**src/hw/hfa_pkg.sv**
```systemverilog
// Constants for the host-side controller of a half-flash converter.
// Assumes a 50 MHz core clock; all pin times except ACC_CYC, which is given in cycles, are converted to cycles here.
package hfa_pkg;

	// ----------------------------------------------------------------
	// Clock and pin timing
	// ----------------------------------------------------------------
	localparam int CLK_PERIOD_NS = 20;
	localparam int T_WR_MIN_NS = 600;
	localparam int T_WR_TO_RD_NS = 600;
	localparam int T_RD_CONV_NS = 1600;
	localparam int T_DONE_WAIT_NS = 800;
	localparam int T_GAP_NS = 500;
	localparam int T_WAIT_MAX_NS = 4000;
	localparam logic [7:0] WR_CYC = 8'((T_WR_MIN_NS + CLK_PERIOD_NS - 1) / CLK_PERIOD_NS);
	localparam logic [7:0] WR_RD_CYC = 8'((T_WR_TO_RD_NS + CLK_PERIOD_NS - 1) / CLK_PERIOD_NS);
	localparam logic [7:0] RD_CONV_CYC = 8'((T_RD_CONV_NS + CLK_PERIOD_NS - 1) / CLK_PERIOD_NS);
	localparam logic [7:0] DONE_CYC = 8'((T_DONE_WAIT_NS + CLK_PERIOD_NS - 1) / CLK_PERIOD_NS);
	localparam logic [7:0] GAP_CYC = 8'((T_GAP_NS + CLK_PERIOD_NS - 1) / CLK_PERIOD_NS);
	localparam logic [7:0] WAIT_MAX_CYC = 8'(T_WAIT_MAX_NS / CLK_PERIOD_NS);
	localparam logic [7:0] ACC_CYC = 8'h10;

	// ----------------------------------------------------------------
	// Controller states
	// ----------------------------------------------------------------
	typedef enum logic [2:0] {
		HFA_IDLE = 3'h0,
		HFA_WR = 3'h1,
		HFA_WR_GAP = 3'h3,
		HFA_RD = 3'h2,
		HFA_RD_WAIT = 3'h6,
		HFA_GAP = 3'h7
	} hfa_state_t;

endpackage

```
**src/hw/hfa_host.sv**
```systemverilog
// Host controller that drives a half-flash converter through its pins.
// Assumes the converter's mode pin is strapped as given by i_mode_wr_rd
// and that its data, done and busy pins arrive asynchronously.
`timescale 1ns/10ps

module hfa_host
	import hfa_pkg::*;
(
	// Clock and reset
	input wire logic i_core_clk,
	input wire logic i_sys_rst,
	// User request and result
	input wire logic i_mode_wr_rd,
	input wire logic i_early_read,
	input wire logic i_start,
	output logic o_ready,
	output logic o_valid,
	output logic [7:0] o_data,
	output logic o_over,
	output logic o_timeout,
	// Converter pins
	output logic o_chip_sel_n,
	output logic o_read_strobe_n,
	output logic o_conv_start_strobe_n,
	input wire logic i_conv_done_n,
	input wire logic i_busy_ack,
	input wire logic i_over_range,
	input wire logic [7:0] i_data
);

	// ----------------------------------------------------------------
	// Pin synchronisers
	// ----------------------------------------------------------------
	logic [10:0] pin_meta;
	logic [10:0] pin_sync;

	always_ff @(posedge i_core_clk)
	begin
		pin_meta <= {i_conv_done_n, i_busy_ack, i_over_range, i_data};
		pin_sync <= pin_meta;
	end

	logic done_n_s;
	logic busy_s;
	logic over_s;
	logic [7:0] data_s;
	assign done_n_s = pin_sync[10];
	assign busy_s = pin_sync[9];
	assign over_s = pin_sync[8];
	assign data_s = pin_sync[7:0];

	// ----------------------------------------------------------------
	// Sequencer
	// ----------------------------------------------------------------
	hfa_state_t state;
	hfa_state_t next_state;
	logic [7:0] cnt;
	logic [7:0] next_cnt;
	logic early;
	logic next_early;
	logic valid;
	logic next_valid;
	logic [7:0] data;
	logic [7:0] next_data;
	logic over;
	logic next_over;
	logic tmo;
	logic next_tmo;
	logic cs_n;
	logic next_cs_n;
	logic rd_n;
	logic next_rd_n;
	logic wr_n;
	logic next_wr_n;

	always_comb
	begin
		next_state = state;
		next_cnt = cnt;
		next_early = early;
		next_valid = 1'b0;
		next_data = data;
		next_over = over;
		next_tmo = tmo;
		next_cs_n = cs_n;
		next_rd_n = rd_n;
		next_wr_n = wr_n;
		case (state)
			HFA_IDLE:
			begin
				if (i_start)
				begin
					next_early = i_early_read;
					next_tmo = 1'b0;
					next_cnt = 8'h00;
					next_cs_n = 1'b0;
					if (i_mode_wr_rd)
					begin
						next_wr_n = 1'b0;
						next_state = HFA_WR;
					end
					else
					begin
						next_rd_n = 1'b0;
						next_state = HFA_RD_WAIT;
					end
				end
			end
			HFA_WR:
			begin
				next_cnt = cnt + 8'h01;
				if (cnt + 8'h01 >= WR_CYC)
				begin
					next_wr_n = 1'b1;
					next_cs_n = 1'b1;
					next_cnt = 8'h00;
					next_state = HFA_WR_GAP;
				end
			end
			HFA_WR_GAP:
			begin
				next_cnt = cnt + 8'h01;
				if (early && cnt + 8'h01 >= WR_RD_CYC)
				begin
					next_cs_n = 1'b0;
					next_rd_n = 1'b0;
					next_cnt = 8'h00;
					next_state = HFA_RD;
				end
				else if (!early && cnt + 8'h01 >= WR_RD_CYC
					&& (!done_n_s || cnt >= WAIT_MAX_CYC))
				begin
					next_tmo = done_n_s;
					next_cs_n = 1'b0;
					next_rd_n = 1'b0;
					next_cnt = 8'h00;
					next_state = HFA_RD;
				end
			end
			HFA_RD:
			begin
				next_cnt = cnt + 8'h01;
				if (cnt + 8'h01 >= ACC_CYC)
				begin
					next_data = data_s;
					next_over = over_s;
					next_valid = 1'b1;
					next_rd_n = 1'b1;
					next_cs_n = 1'b1;
					next_cnt = 8'h00;
					next_state = HFA_GAP;
				end
			end
			HFA_RD_WAIT:
			begin
				next_cnt = cnt + 8'h01;
				if ((cnt >= RD_CONV_CYC && !done_n_s && !busy_s)
					|| cnt >= WAIT_MAX_CYC)
				begin
					next_tmo = done_n_s;
					next_data = data_s;
					next_over = over_s;
					next_valid = 1'b1;
					next_rd_n = 1'b1;
					next_cs_n = 1'b1;
					next_cnt = 8'h00;
					next_state = HFA_GAP;
				end
			end
			HFA_GAP:
			begin
				next_cnt = cnt + 8'h01;
				if (cnt + 8'h01 >= GAP_CYC)
				begin
					next_cnt = 8'h00;
					next_state = HFA_IDLE;
				end
			end
			default:
			begin
				next_state = HFA_IDLE;
				next_cs_n = 1'b1;
				next_rd_n = 1'b1;
				next_wr_n = 1'b1;
			end
		endcase
	end

	always_ff @(posedge i_core_clk)
	begin
		if (i_sys_rst)
		begin
			state <= HFA_IDLE;
			cnt <= 8'h00;
			early <= 1'b0;
			valid <= 1'b0;
			data <= 8'h00;
			over <= 1'b0;
			tmo <= 1'b0;
			cs_n <= 1'b1;
			rd_n <= 1'b1;
			wr_n <= 1'b1;
		end
		else
		begin
			state <= next_state;
			cnt <= next_cnt;
			early <= next_early;
			valid <= next_valid;
			data <= next_data;
			over <= next_over;
			tmo <= next_tmo;
			cs_n <= next_cs_n;
			rd_n <= next_rd_n;
			wr_n <= next_wr_n;
		end
	end

	// ----------------------------------------------------------------
	// Outputs
	// ----------------------------------------------------------------
	assign o_ready = (state == HFA_IDLE);
	assign o_valid = valid;
	assign o_data = data;
	assign o_over = over;
	assign o_timeout = tmo;
	assign o_chip_sel_n = cs_n;
	assign o_read_strobe_n = rd_n;
	assign o_conv_start_strobe_n = wr_n;

endmodule // hfa_host

```
**config.mk**
```make
export PLATFORM = sky130hd
export DESIGN_NAME = hfa_host
export DESIGN_NICKNAME = d
export VERILOG_FILES = /design/src/hw/hfa_pkg.sv /design/src/hw/hfa_host.sv
export SDC_FILE = /design/constraint.sdc
export NUM_CORES = 1
export LEC_CHECK = 0
export ABC_AREA = 1
export BUFFER_PORTS_ARGS = -buffer_cell sky130_fd_sc_hd__buf_4
export CAP_MARGIN = 20
export CORE_ASPECT_RATIO = 1.1
export CORE_MARGIN = 10
export CORE_UTILIZATION = 50
export DETAILED_ROUTE_END_ITERATION = 8
export GPL_TIMING_DRIVEN = 0
export PLACE_DENSITY = 0.79
export SETUP_SLACK_MARGIN = 0.15
export SLEW_MARGIN = 5
export SYNTH_ARGS = -nofsm -noshare
export SYNTH_HDL_FRONTEND = slang
export SYNTH_SLANG_ARGS = --single-unit
```
**constraint.sdc**
```tcl
create_clock -name i_core_clk -period 2.3 [get_ports i_core_clk]
set_input_delay 0.23 -clock i_core_clk [delete_from_list [all_inputs] [get_ports i_core_clk]]
set_output_delay 0.23 -clock i_core_clk [all_outputs]
set_load 0.1 [all_outputs]
```
## Word level (Yosys, flattened, before mapping)

Index checks and enable logic that the tools add are counted.

- Mux-type cells: 43
- Reduce and logical (&&, ||, !) cells: 24
- Add/sub/neg operators: 1
- Equal/unequal tests: 15
- Bitwise operators: 3
- Magnitude comparators: 5

Operator list:

| cell | number |
|---|---|
| $mux 8 | 9 |
| $pmux 8 s6 | 1 |
| $ge 8x5->1 const B | 3 |
| $mux 3 | 8 |
| $ne 2x2->1 const B | 9 |
| $pmux 3 s6 | 1 |
| $reduce_and 6->1 | 3 |
| $mux 1 | 17 |
| $pmux 8 s2 | 1 |
| $add 8x1->8 const B | 1 |
| $ge 8x7->1 const B | 1 |
| $ge 8x8->1 const B | 1 |
| $eq 3x2->1 const B | 2 |
| $eq 3x3->1 const B | 2 |
| $pmux 1 s3 | 2 |
| $pmux 1 s6 | 1 |
| $reduce_bool 6->1 | 1 |
| $logic_and 1x1->1 | 5 |
| $pmux 1 s5 | 1 |
| $reduce_and 5->1 | 1 |
| $pmux 1 s2 | 2 |
| $reduce_and 2->1 | 2 |
| $reduce_and 4->1 | 1 |
| $reduce_or 4->1 | 1 |
| other kinds (10) | 15 |

- Output and inout port bits: 15
- Bits in registers: 48

## Longest topological paths before layout

Gate-level depths: netlist of run 1.

- Depth in word-level cells: 7
- Depth in mapped cells: 16

## Worst setup path after synthesis of run 1

No wires, ideal clock.

- Path kind: reg2reg
- From: reg state[1]
- To: reg rd_n, in the netlist o_read_strobe_n
- Setup time: 0.127 ns
- Stages on the path, launching flop included: 13
- Path slack: -0.404 ns
- Data required time: 2.173 ns
- Buffers on the path: 0
- Arrival: 2.578 ns
- Cells stage by stage: dfxtp_1 nor2_1 inv_1 nor2_1 inv_2 nor2_1 inv_2 nand2_1 inv_1 nand2_1 nor2_1 nand2_1 nand3_1

- Elaborated cells between the ends (all ways): 15
- Classes of those cells: eq/ne (10); mux (1); bitwise (1); reduce/logical (3)

RTL lines:

| element | RTL line | source |
|---|---|---|
| start, declared | hfa_host.sv:55 | `hfa_state_t state;` |
| start signal, assigned | hfa_host.sv:206 | `state <= next_state;` |
| $logic_not 3->1 * | n/a |  |
| named net o_ready | hfa_host.sv:16 | `output logic o_ready,` |
| $ne 2x2->1 (no source line) | n/a |  |
| $reduce_and 6->1 (no source line) | n/a |  |
| end signal, assigned | hfa_host.sv:214 | `rd_n <= next_rd_n;` |
| end, declared | hfa_host.sv:71 | `logic rd_n;` |

Mark *: on every way through the listed nets, which the timed path passes. The rest lies on a longest branch.
A chain may end at the register's enable or synchronous reset.

## Worst setup path in the final report of run 1

- From: reg cnt[0]
- To: reg state[2]

- Word-level cells in the longest chain between the ends: 6
- Elaborated cells between the ends (all ways): 21
- Classes of those cells: add/sub (1); order compare (5); eq/ne (5); mux (2); reduce/logical (8)

RTL lines:

| element | RTL line | source |
|---|---|---|
| start, declared | hfa_host.sv:57 | `logic [7:0] cnt;` |
| start signal, assigned | hfa_host.sv:207 | `cnt <= next_cnt;` |
| $add 8x1->8 / $ge 8x7->1 (equally long branches) | n/a |  |
| $ge 8x5->1 / $logic_and 1x1->1 (equally long branches) | n/a |  |
| $logic_and 1x1->1 (on tied branches) | hfa_host.sv:130, hfa_host.sv:157 |  |
| $logic_and 1x1->1 / $logic_or 1x1->1 (equally long branches) | hfa_host.sv:131, hfa_host.sv:158 |  |
| $ne 3x3->1 (no source line) / $ne 2x2->1 (equally long branches) | n/a |  |
| $reduce_and 6->1 (no source line) | n/a |  |

Parallel ways exist; a longest one is shown, timed or not.

==> metrics.json, run 1 <==
{
  "run_status": {
    "status": "finished, final reports clean"
  },
  "clock_network": {
    "cts_root_buffer": "sky130_fd_sc_hd__clkbuf_8",
    "cts_buffers": 5,
    "cts_max_path_buffers": 2,
    "htree_num_levels": 2,
    "clock_tree_from_tritoncts": "done",
    "cts_sinks": 48,
    "clk_latency_ns": 0.30,
    "post-cts-setup-buffer-count": 0,
    "worst_setup_hold_path_clk_slew_ns": 0.09
  },
  "worst_setup_path": {
    "critical_path.endpoint_type": "register",
    "regToRegEndpoint": "state[2]$_SDFFE_PP0P_",
    "reg2reg_from": "cnt[0]$_SDFFE_PP0P_",
    "worst-path-max-fanout": 5,
    "r2r_setup_slack_ns": 0.36,
    "arrival_ns": 2.13,
    "cp_data_required_time_ns": 2.49,
    "worstSetupPathType": "reg -> reg",
    "r2r_cells": 13,
    "critical_path.startpoint_type": "register"
  },
  "floorplanning": {
    "number_of_top_level_pins": 31,
    "placement_rows": 23,
    "start_util_pct": 52.8,
    "core_um2": 3740,
    "design.die.area_um2": 6870,
    "chipHeight_um": 85.9,
    "die_width_um": 80.0
  },
  "logic_synthesis": {
    "yosysTopAreaCellShare_pct": 48.6,
    "ys.flop_type": "sky130_fd_sc_hd__dfxtp_1",
    "syn-mean-instance-area_um2": 8.07,
    "count_of_state_elements_after_synthesis": 48,
    "synth_commonest_cells": "sky130_fd_sc_hd__dfxtp_1 (48), sky130_fd_sc_hd__nand2_1 (48), sky130_fd_sc_hd__nor2_1 (37)",
    "synth-async-reset-ratio_pct": 0,
    "synthesis.nets": 265,
    "edff_count_synth": 0,
    "yosysSeqAreaShare_pct": 48.6,
    "syn_inst": 245,
    "synth_warnings": 0,
    "netlist-cell-type-count": 30,
    "yosysTopAreaCell": "sky130_fd_sc_hd__dfxtp_1",
    "synth_area_um2": 1980,
    "synth.area.top_cells": "sky130_fd_sc_hd__dfxtp_1 (49%), sky130_fd_sc_hd__nand2_1 (9.1%), sky130_fd_sc_hd__nor2_1 (7.0%)"
  },
  "power": {
    "swShare_pct": 51.0,
    "p_int_mw": 1.70,
    "cellLeakagePower_nw": 1.05,
    "share_comb_of_total_power_pct": 53.3,
    "sequential_cell_fraction_of_total_power_pct": 31.8,
    "clockPowerShare_pct": 14.9,
    "vdd_drop_max_uv": 817,
    "power_per_cell_area_nw_per_um2": 1470,
    "power.net_switching_mw": 1.77
  },
  "cells_and_area": {
    "syn2layout_area_growth_pct": 19.6,
    "insertedDiodeCount": 0,
    "layout-drive-gt1-share_pct": 26.2,
    "final_net_count": 301,
    "final-instance-count-excl-fill": 332
  },
  "flow_run": {
    "maxCapViolations": 0
  },
  "min_path": {
    "hold_start": "i_data[0]",
    "whs_endpoint": "pin_meta[0]$_DFF_P_",
    "hold_path_depth": 1,
    "holdCritPathClass": "in -> reg"
  },
  "route": {
    "first_pass_iters": 4,
    "drt_iter0_markers": 79,
    "routed_via_density": 4.82,
    "detail_route.drc_violations": 0,
    "drt.antenna.violating_nets": 0,
    "routed_wirelength_um": 3940,
    "via_count": 1601,
    "wire_per_inst_um": 11.9
  },
  "sta": {
    "setup_repair_after_global_routing_missed_its_margin": "false",
    "timing_worst_slew_pin_value_ns": 0.495,
    "timing.hold.ws_ns": 0.0269,
    "max_slew_margin_pct": 67.0,
    "drv_slew": 0,
    "setup_viol": 0,
    "finClkSkew_ns": 0.0103,
    "fin_crit_sh_pct": 84.3,
    "max_clock_freq_mhz": 516,
    "finalWorstPathRequiredPeriod_ns": 1.94,
    "setup_tns_final_ns": 0,
    "hold_violations": 0
  },
  "placement": {
    "gp_congestion": 0.824,
    "numPortBuffers": 29,
    "dpl.hpwl_um": 3080,
    "numPlacedInstances": 324
  },
  "global_routing": {
    "via_count_of_the_first_global_routing_pass": 1515,
    "grt_antenna_before_repair": 0,
    "global_route.usage.total_pct": 11.8,
    "wire_length_of_the_first_global_routing_pass_um": 6560,
    "grt_overflow": 0,
    "pin_count_of_the_biggest_net_entering_global_routing": 16
  }
}
[routing by layer]
metal	vias to the layer above	GRT usage, %	share of wire (%)
met5	-	0	0
met4	0	4.65	1.6
met3	8	4.49	5.2
met2	32	20.5	50
met1	703	12.5	43
li1	858	-	-
[state kept, by name, indices dropped and copies added (netlist names), 3 cells and up]
name and cells:
cnt 8, o_data 8, pin_meta 11, pin_sync 11, state 3
[layout make-up]
cell class	count	area (um^2)
clock buffers	6	82.6
flip-flops and latches	48	963
well taps	50	62.6
plain buffers	4	27.5
inverters	27	101
fillers	329	1380
repair buffers	29	218
clock inverters	2	13.8
multi-input cells	166	895
[power groups by stage]
stage / logic (mW) / registers [mW] / clock network [mW]
floorplan: 0.872 / 1.73 / 0
global placement: 1.84 / 1.11 / 0
detailed placement: 1.86 / 1.12 / 0
CTS: 1.87 / 1.10 / 0.531
global route: 2.00 / 1.12 / 0.568
finish: 1.85 / 1.10 / 0.516
[cells in the final DEF, fill, tap and decap left out]
cell type	n
sky130_fd_sc_hd__nand2_1	48
sky130_fd_sc_hd__dfxtp_1	46
sky130_fd_sc_hd__nor2_1	36
sky130_fd_sc_hd__buf_4	30
sky130_fd_sc_hd__inv_1	21
sky130_fd_sc_hd__nand3_1	14
sky130_fd_sc_hd__o21ai_1	13
sky130_fd_sc_hd__a21oi_1	10
sky130_fd_sc_hd__o21ai_0	7
sky130_fd_sc_hd__inv_2	6
sky130_fd_sc_hd__nand2_2	6
sky130_fd_sc_hd__nor2_2	6
sky130_fd_sc_hd__clkbuf_8	6
sky130_fd_sc_hd__nand4_1	4
sky130_fd_sc_hd__ha_1	4
sky130_fd_sc_hd__nand3_2	3
sky130_fd_sc_hd__nor2_4	2
sky130_fd_sc_hd__o21ai_2	2
sky130_fd_sc_hd__nand3_4	2
sky130_fd_sc_hd__dfxtp_2	2
sky130_fd_sc_hd__o21bai_1	1
sky130_fd_sc_hd__or2_2	1
sky130_fd_sc_hd__a31oi_1	1
sky130_fd_sc_hd__nand2_4	1
sky130_fd_sc_hd__nor3_4	1
sky130_fd_sc_hd__o211ai_4	1
sky130_fd_sc_hd__nand4_4	1
sky130_fd_sc_hd__nor4_1	1
sky130_fd_sc_hd__clkbuf_1	1
sky130_fd_sc_hd__buf_2	1
sky130_fd_sc_hd__buf_6	1
sky130_fd_sc_hd__o31ai_1	1
sky130_fd_sc_hd__clkinv_2	1
sky130_fd_sc_hd__inv_6	1
[cells by family after synthesis]
kind of cell,Yosys count,synth area share (%)
buffers and inverters,31,6.52
AND/OR/NAND/NOR,126,31.7
flip-flops,48,48.6
AO/OA/AOI/OAI,36,10.6
adder cells (fa/ha/maj),4,2.53
[through the flow]
stage / util, % / power [mW] / setup slack, ns / instance area, um^2
floorplan: - / 2.61 / 0.461 / 1980
detailed placement: 60.5 / 2.98 / 0.316 / 2260
CTS: 63.1 / 3.49 / 0.296 / 2360
finish: 63.2 / 3.47 / 0.362 / 2360
global placement: 60.5 / 2.95 / 0.341 / 2260
global route: 63.2 / 3.68 / 0.152 / 2360
[critical path, cell delays in order, from the launching register on]
cell,delay (ns)
sky130_fd_sc_hd__dfxtp_2,0.38
sky130_fd_sc_hd__inv_1,0.10
sky130_fd_sc_hd__ha_1,0.31
sky130_fd_sc_hd__nor2_1,0.04
sky130_fd_sc_hd__nor2_1,0.10
sky130_fd_sc_hd__nand3_1,0.13
sky130_fd_sc_hd__nand4_1,0.15
sky130_fd_sc_hd__o21ai_2,0.09
sky130_fd_sc_hd__nand2_4,0.09
sky130_fd_sc_hd__nand3_4,0.09
sky130_fd_sc_hd__nor2_2,0.15
sky130_fd_sc_hd__nand3_1,0.08
sky130_fd_sc_hd__nand2_1,0.07
sky130_fd_sc_hd__nor2_1,0.04
[worst max path at each step]
stage	end	start	depth (start not counted)
floorplan	o_read_strobe_n$_SDFFE_PP1P_	state[1]$_SDFFE_PP0P_	12
detailed placement	o_chip_sel_n$_SDFFE_PP1P_	cnt[0]$_SDFFE_PP0P_	13
global placement	o_chip_sel_n$_SDFFE_PP1P_	cnt[0]$_SDFFE_PP0P_	13
finish	state[2]$_SDFFE_PP0P_	cnt[0]$_SDFFE_PP0P_	13
global route	o_chip_sel_n$_SDFFE_PP1P_	cnt[0]$_SDFFE_PP0P_	13
CTS	state[2]$_SDFFE_PP0P_	cnt[0]$_SDFFE_PP0P_	13
[timing repair]
action,4_1_cts,5_1_grt
setup endpoints to repair,0,6
gates resized for setup,0,2
hold buffers,0,0
No activity file was read; power rests on OpenSTA's default activity.
==> run 2, diff against run 1 <==
- ABC_AREA: 1 -> 0
- PLACE_DENSITY: 0.79 -> 0.78
- clock period: 2.3 -> 2 ns (I/O delays scaled with it)
==> metrics.json, run 2 <==
{
  "global_routing": {
    "grt_overflow": {"value": 0, "change": "unchanged"},
    "via_count_of_the_first_global_routing_pass": {"value": 1912, "change": "+26%"},
    "met1_usage": {"value": 17.7, "unit": "%", "change": "+5.2 points"},
    "busiest_layer": "met2",
    "global_route.usage.total": {"value": 16.0, "unit": "%", "change": "+4.2 points"},
    "grtUsageMet3": {"value": 4.92, "unit": "%", "change": "+0.43 points"},
    "grt_antenna_before_repair": {"value": 0, "change": "unchanged"},
    "pin_count_of_the_biggest_net_entering_global_routing": {"value": 17, "change": "+1"},
    "groute.layer.met2.usage": {"value": 27.0, "unit": "%", "change": "+6.5 points"},
    "wire_length_of_the_first_global_routing_pass": {"value": 9140, "unit": "um", "change": "+39%"}
  },
  "worst_setup_path": {
    "worstSetupPathType": "reg -> reg",
    "arrival": {"value": 2.62, "unit": "ns", "change": "+0.49 ns"},
    "critical_path.endpoint_type": "register",
    "worst-path-max-fanout": {"value": 8, "change": "+3"},
    "cp_data_required_time": {"value": 2.25, "unit": "ns", "change": "-0.24 ns"},
    "critical_path.startpoint_type": "register"
  },
  "placement": {
    "dpl.hpwl": {"value": 3640, "unit": "um", "change": "+18%"},
    "numPortBuffers": {"value": 28, "change": "-3.4%"},
    "numPlacedInstances": {"value": 304, "change": "-6.2%"},
    "detailed_place.area": {"value": 2400, "unit": "um^2", "change": "+6.1%"},
    "gp_congestion": {"value": 0.929, "change": "+13%"},
    "placement.setup.worst_slack": {"value": -0.262, "unit": "ns", "change": "-0.578 ns"}
  },
  "cells_and_area": {
    "layout-drive-gt1-share": {"value": 30.7, "unit": "%", "change": "+4.5 points"},
    "n_fill_cell": {"value": 296, "change": "-10%"},
    "final-instance-count-excl-fill": {"value": 335, "change": "+0.90%"},
    "biggestRegsByFlops": "pin_meta: 11 flops, pin_sync: 11 flops",
    "layout_commonest_cell": "sky130_fd_sc_hd__dfxtp_1",
    "multi_input_area": {"value": 1140, "unit": "um^2", "change": "+28%"},
    "seqCellArea": {"value": 966, "unit": "um^2", "change": "+0.26%"},
    "syn2layout_area_growth_pct": 36.1,
    "insertedDiodeCount": {"value": 0, "change": "unchanged"},
    "finalInstanceArea": {"value": 2830, "unit": "um^2", "change": "+20%"},
    "final_net_count": {"value": 302, "change": "+0.33%"},
    "layout_common_cells": "sky130_fd_sc_hd__dfxtp_1 (46), sky130_fd_sc_hd__buf_4 (38), sky130_fd_sc_hd__nor2_1 (29)"
  },
  "logic_synthesis": {
    "synth-async-reset-ratio": {"value": 0, "unit": "%", "change": "unchanged"},
    "yosysSeqAreaShare": {"value": 46.2, "unit": "%", "change": "-2.5 points"},
    "netlist-cell-type-count": {"value": 56, "change": "+87%"},
    "yosysTopAreaCell": "sky130_fd_sc_hd__dfxtp_1",
    "yosysTopAreaCellShare": {"value": 46.2, "unit": "%", "change": "-2.5 points"},
    "synthesis.nets": {"value": 244, "change": "-7.9%"},
    "syn_inst": {"value": 224, "change": "-8.6%"},
    "most_frequently_used_cell_type_in_the_post_synthesis_netlist": "sky130_fd_sc_hd__dfxtp_1",
    "ys.flop_type": "sky130_fd_sc_hd__dfxtp_1",
    "synth_area": {"value": 2080, "unit": "um^2", "change": "+5.3%"},
    "synth.area.top_cells": "sky130_fd_sc_hd__dfxtp_1 (46%), sky130_fd_sc_hd__nor2_1 (5.4%), sky130_fd_sc_hd__mux2i_1 (4.8%)",
    "syn-mean-instance-area": {"value": 9.29, "unit": "um^2", "change": "+15%"},
    "count_of_state_elements_after_synthesis": {"value": 48, "change": "unchanged"},
    "edff_count_synth": {"value": 0, "change": "unchanged"},
    "synth_commonest_cells": "sky130_fd_sc_hd__dfxtp_1 (48), sky130_fd_sc_hd__nor2_1 (30), sky130_fd_sc_hd__nand2_1 (15)",
    "synth_warnings": {"value": 0, "change": "unchanged"}
  },
  "power": {
    "power_per_cell_area": {"value": 1310, "unit": "nW/um^2", "change": "-11%"},
    "vdd_drop_max": {"value": 691, "unit": "uV", "change": "-15%"},
    "power": {"value": 3.71, "unit": "mW", "change": "+7.1%"},
    "cellLeakagePower": {"value": 1.21, "unit": "nW", "change": "+15%"}
  },
  "run_status": {
    "violations": "setup timing",
    "status": "complete, but fails checks"
  },
  "floorplanning": {
    "die_width": {"value": 81.5, "unit": "um", "change": "+2.0%"},
    "core": {"value": 3990, "unit": "um^2", "change": "+6.8%"},
    "chipHeight": {"value": 87.7, "unit": "um", "change": "+2.0%"},
    "design.die.area": {"value": 7150, "unit": "um^2", "change": "+4.0%"},
    "number_of_top_level_pins": {"value": 31, "change": "unchanged"},
    "start_util": {"value": 52.1, "unit": "%", "change": "-0.71 points"},
    "placement_rows": {"value": 24, "change": "+4.3%"}
  },
  "route": {
    "drt.antenna.violating_nets": {"value": 0, "change": "unchanged"},
    "routed_wirelength": {"value": 5500, "unit": "um", "change": "+39%"},
    "drt_iter0_markers": {"value": 221, "change": "+180%"},
    "detail_route.drc_violations": {"value": 0, "change": "unchanged"},
    "via_count": {"value": 1910, "change": "+19%"},
    "first_pass_iters": {"value": 4, "change": "unchanged"},
    "wire_per_inst": {"value": 16.4, "unit": "um", "change": "+38%"},
    "routed_via_density": {"value": 5.70, "change": "+18%"}
  },
  "sta": {
    "setup_viol": {"value": 25, "change": "+25"},
    "worst_setup_slack_final": {"value": -0.361, "unit": "ns", "change": "-0.723 ns"},
    "hold_violations": {"value": 0, "change": "unchanged"},
    "setup_tns_final": {"value": -5.77, "unit": "ns", "change": "-5.77 ns"},
    "setup_repair_after_global_routing_missed_its_margin": "true",
    "max_slew_margin": {"value": 61.7, "unit": "%", "change": "-5.2 points"},
    "fin_crit_sh": {"value": 118, "unit": "%", "change": "+34 points"},
    "finalWorstPathRequiredPeriod": {"value": 2.36, "unit": "ns", "change": "+0.423 ns"},
    "max_clock_freq": {"value": 424, "unit": "MHz", "change": "-18%"},
    "finClkSkew": {"value": 0.00377, "unit": "ns", "change": "-0.00649 ns"},
    "timing_worst_slew_pin_value": {"value": 0.568, "unit": "ns", "change": "+0.0726 ns"},
    "drv_slew": {"value": 0, "change": "unchanged"}
  },
  "clock_network": {
    "cts_root_buffer": "sky130_fd_sc_hd__clkbuf_8",
    "worst_setup_hold_path_clk_slew": {"value": 0.09, "unit": "ns", "change": "about the same"},
    "clk_latency": {"value": 0.30, "unit": "ns", "change": "about the same"},
    "clock_tree_from_tritoncts": "done",
    "cts_buffers": {"value": 5, "change": "unchanged"},
    "htree_num_levels": {"value": 2, "change": "unchanged"},
    "cts_max_path_buffers": {"value": 2, "change": "unchanged"},
    "cts_sinks": {"value": 48, "change": "unchanged"}
  },
  "flow_run": {
    "maxCapViolations": {"value": 0, "change": "unchanged"}
  },
  "min_path": {
    "holdCritPathClass": "in -> reg"
  }
}
[run 2: cell types whose count changed in the layout (fill, tap and decap cells not counted), sizes merged, moves of 5 or more]
cell and delta:
o22ai +5, inv -16, buf +12, clkbuf +11, mux2i +10, dlygate4sd3 +11, nand2 -40, nor2 -12
nand3 -15, o21ai -12
[run 2: layer usage]
layer | routed length, um | vias to the layer above | part of all wire [%]
li1 | - | 923 | -
met1 | 2110 | 866 | 38
met2 | 2690 | 98 | 49
met3 | 483 | 23 | 8.8
met4 | 218 | 0 | 4.0
met5 | 0 | - | 0
[run 2: cell families after synthesis]
family,after synthesis,synth area share [%]
and+or+nand+nor,72,16.5
AOI/OAI and AO/OA,58,21.9
DFF,48,46.2
buffers and inverters,26,5.65
muxes,11,5.35
xor gates and xnor gates,5,2.10
adders and majority gates,4,2.40
[run 2: critical path: stages, from the launching register on]
cell and delay (ns):
sky130_fd_sc_hd__dfxtp_4 0.37, sky130_fd_sc_hd__ha_4 0.15, sky130_fd_sc_hd__buf_6 0.13, sky130_fd_sc_hd__a211o_1 0.28
sky130_fd_sc_hd__a211oi_4 0.38, sky130_fd_sc_hd__buf_4 0.19, sky130_fd_sc_hd__o221ai_4 0.17, sky130_fd_sc_hd__buf_4 0.19
sky130_fd_sc_hd__o221ai_2 0.15, sky130_fd_sc_hd__a31o_2 0.18, sky130_fd_sc_hd__a32o_1 0.11
[run 2: per-stage QoR]
stage	hold WS, ns	util (%)
floorplan	0.228	-
global placement	0.305	60.2
detailed placement	0.306	60.2
CTS	0.158	68.2
global route	0.162	71.0
finish	0.163	71.0
[run 2: repair_timing]
| action | in CTS | in global routing |
|---|---|---|
| hold buffers | 11 | 0 |
| setup buffers | 7 | 4 |
| pin swaps | 0 | 2 |
| cloned | 1 | 0 |
| gates resized for setup | 13 | 23 |
| endpoints found under the setup margin | 25 | 26 |
| hold endpoints to repair | 11 | 0 |
[run 2: area by class of cell]
| class | count | area share [%] |
|---|---|---|
| Buffer | 16 | 3.66 |
| Multi-Input combinational cell | 150 | 40.3 |
| Sequential cell | 48 | 34.1 |
| Inverter | 10 | 1.41 |
| Clock buffer | 6 | 2.91 |
| Tap cell | 52 | 2.30 |
| Timing Repair Buffer | 51 | 14.7 |
| Clock inverter | 2 | 0.618 |
[run 2: final timing paths]
kind / from / endpoint / slack (ns) / cells after the start
max: cnt[0]$_SDFFE_PP0P_ / cnt[4]$_SDFFE_PP0P_ / -0.36 / 10
min: i_early_read / early$_SDFFE_PP0P_ / 0.16 / 3
max reg2reg: cnt[0]$_SDFFE_PP0P_ / cnt[4]$_SDFFE_PP0P_ / -0.36 / 10
min reg2reg: pin_meta[4]$_DFF_P_ / pin_sync[4]$_DFF_P_ / 0.33 / 0
[run 2: where the power goes]
group          switching (mW)  total [mW]  internal (mW)
Clock                   0.334       0.623          0.289
Combinational            1.24        1.95          0.712
Sequential             0.0670        1.14           1.07
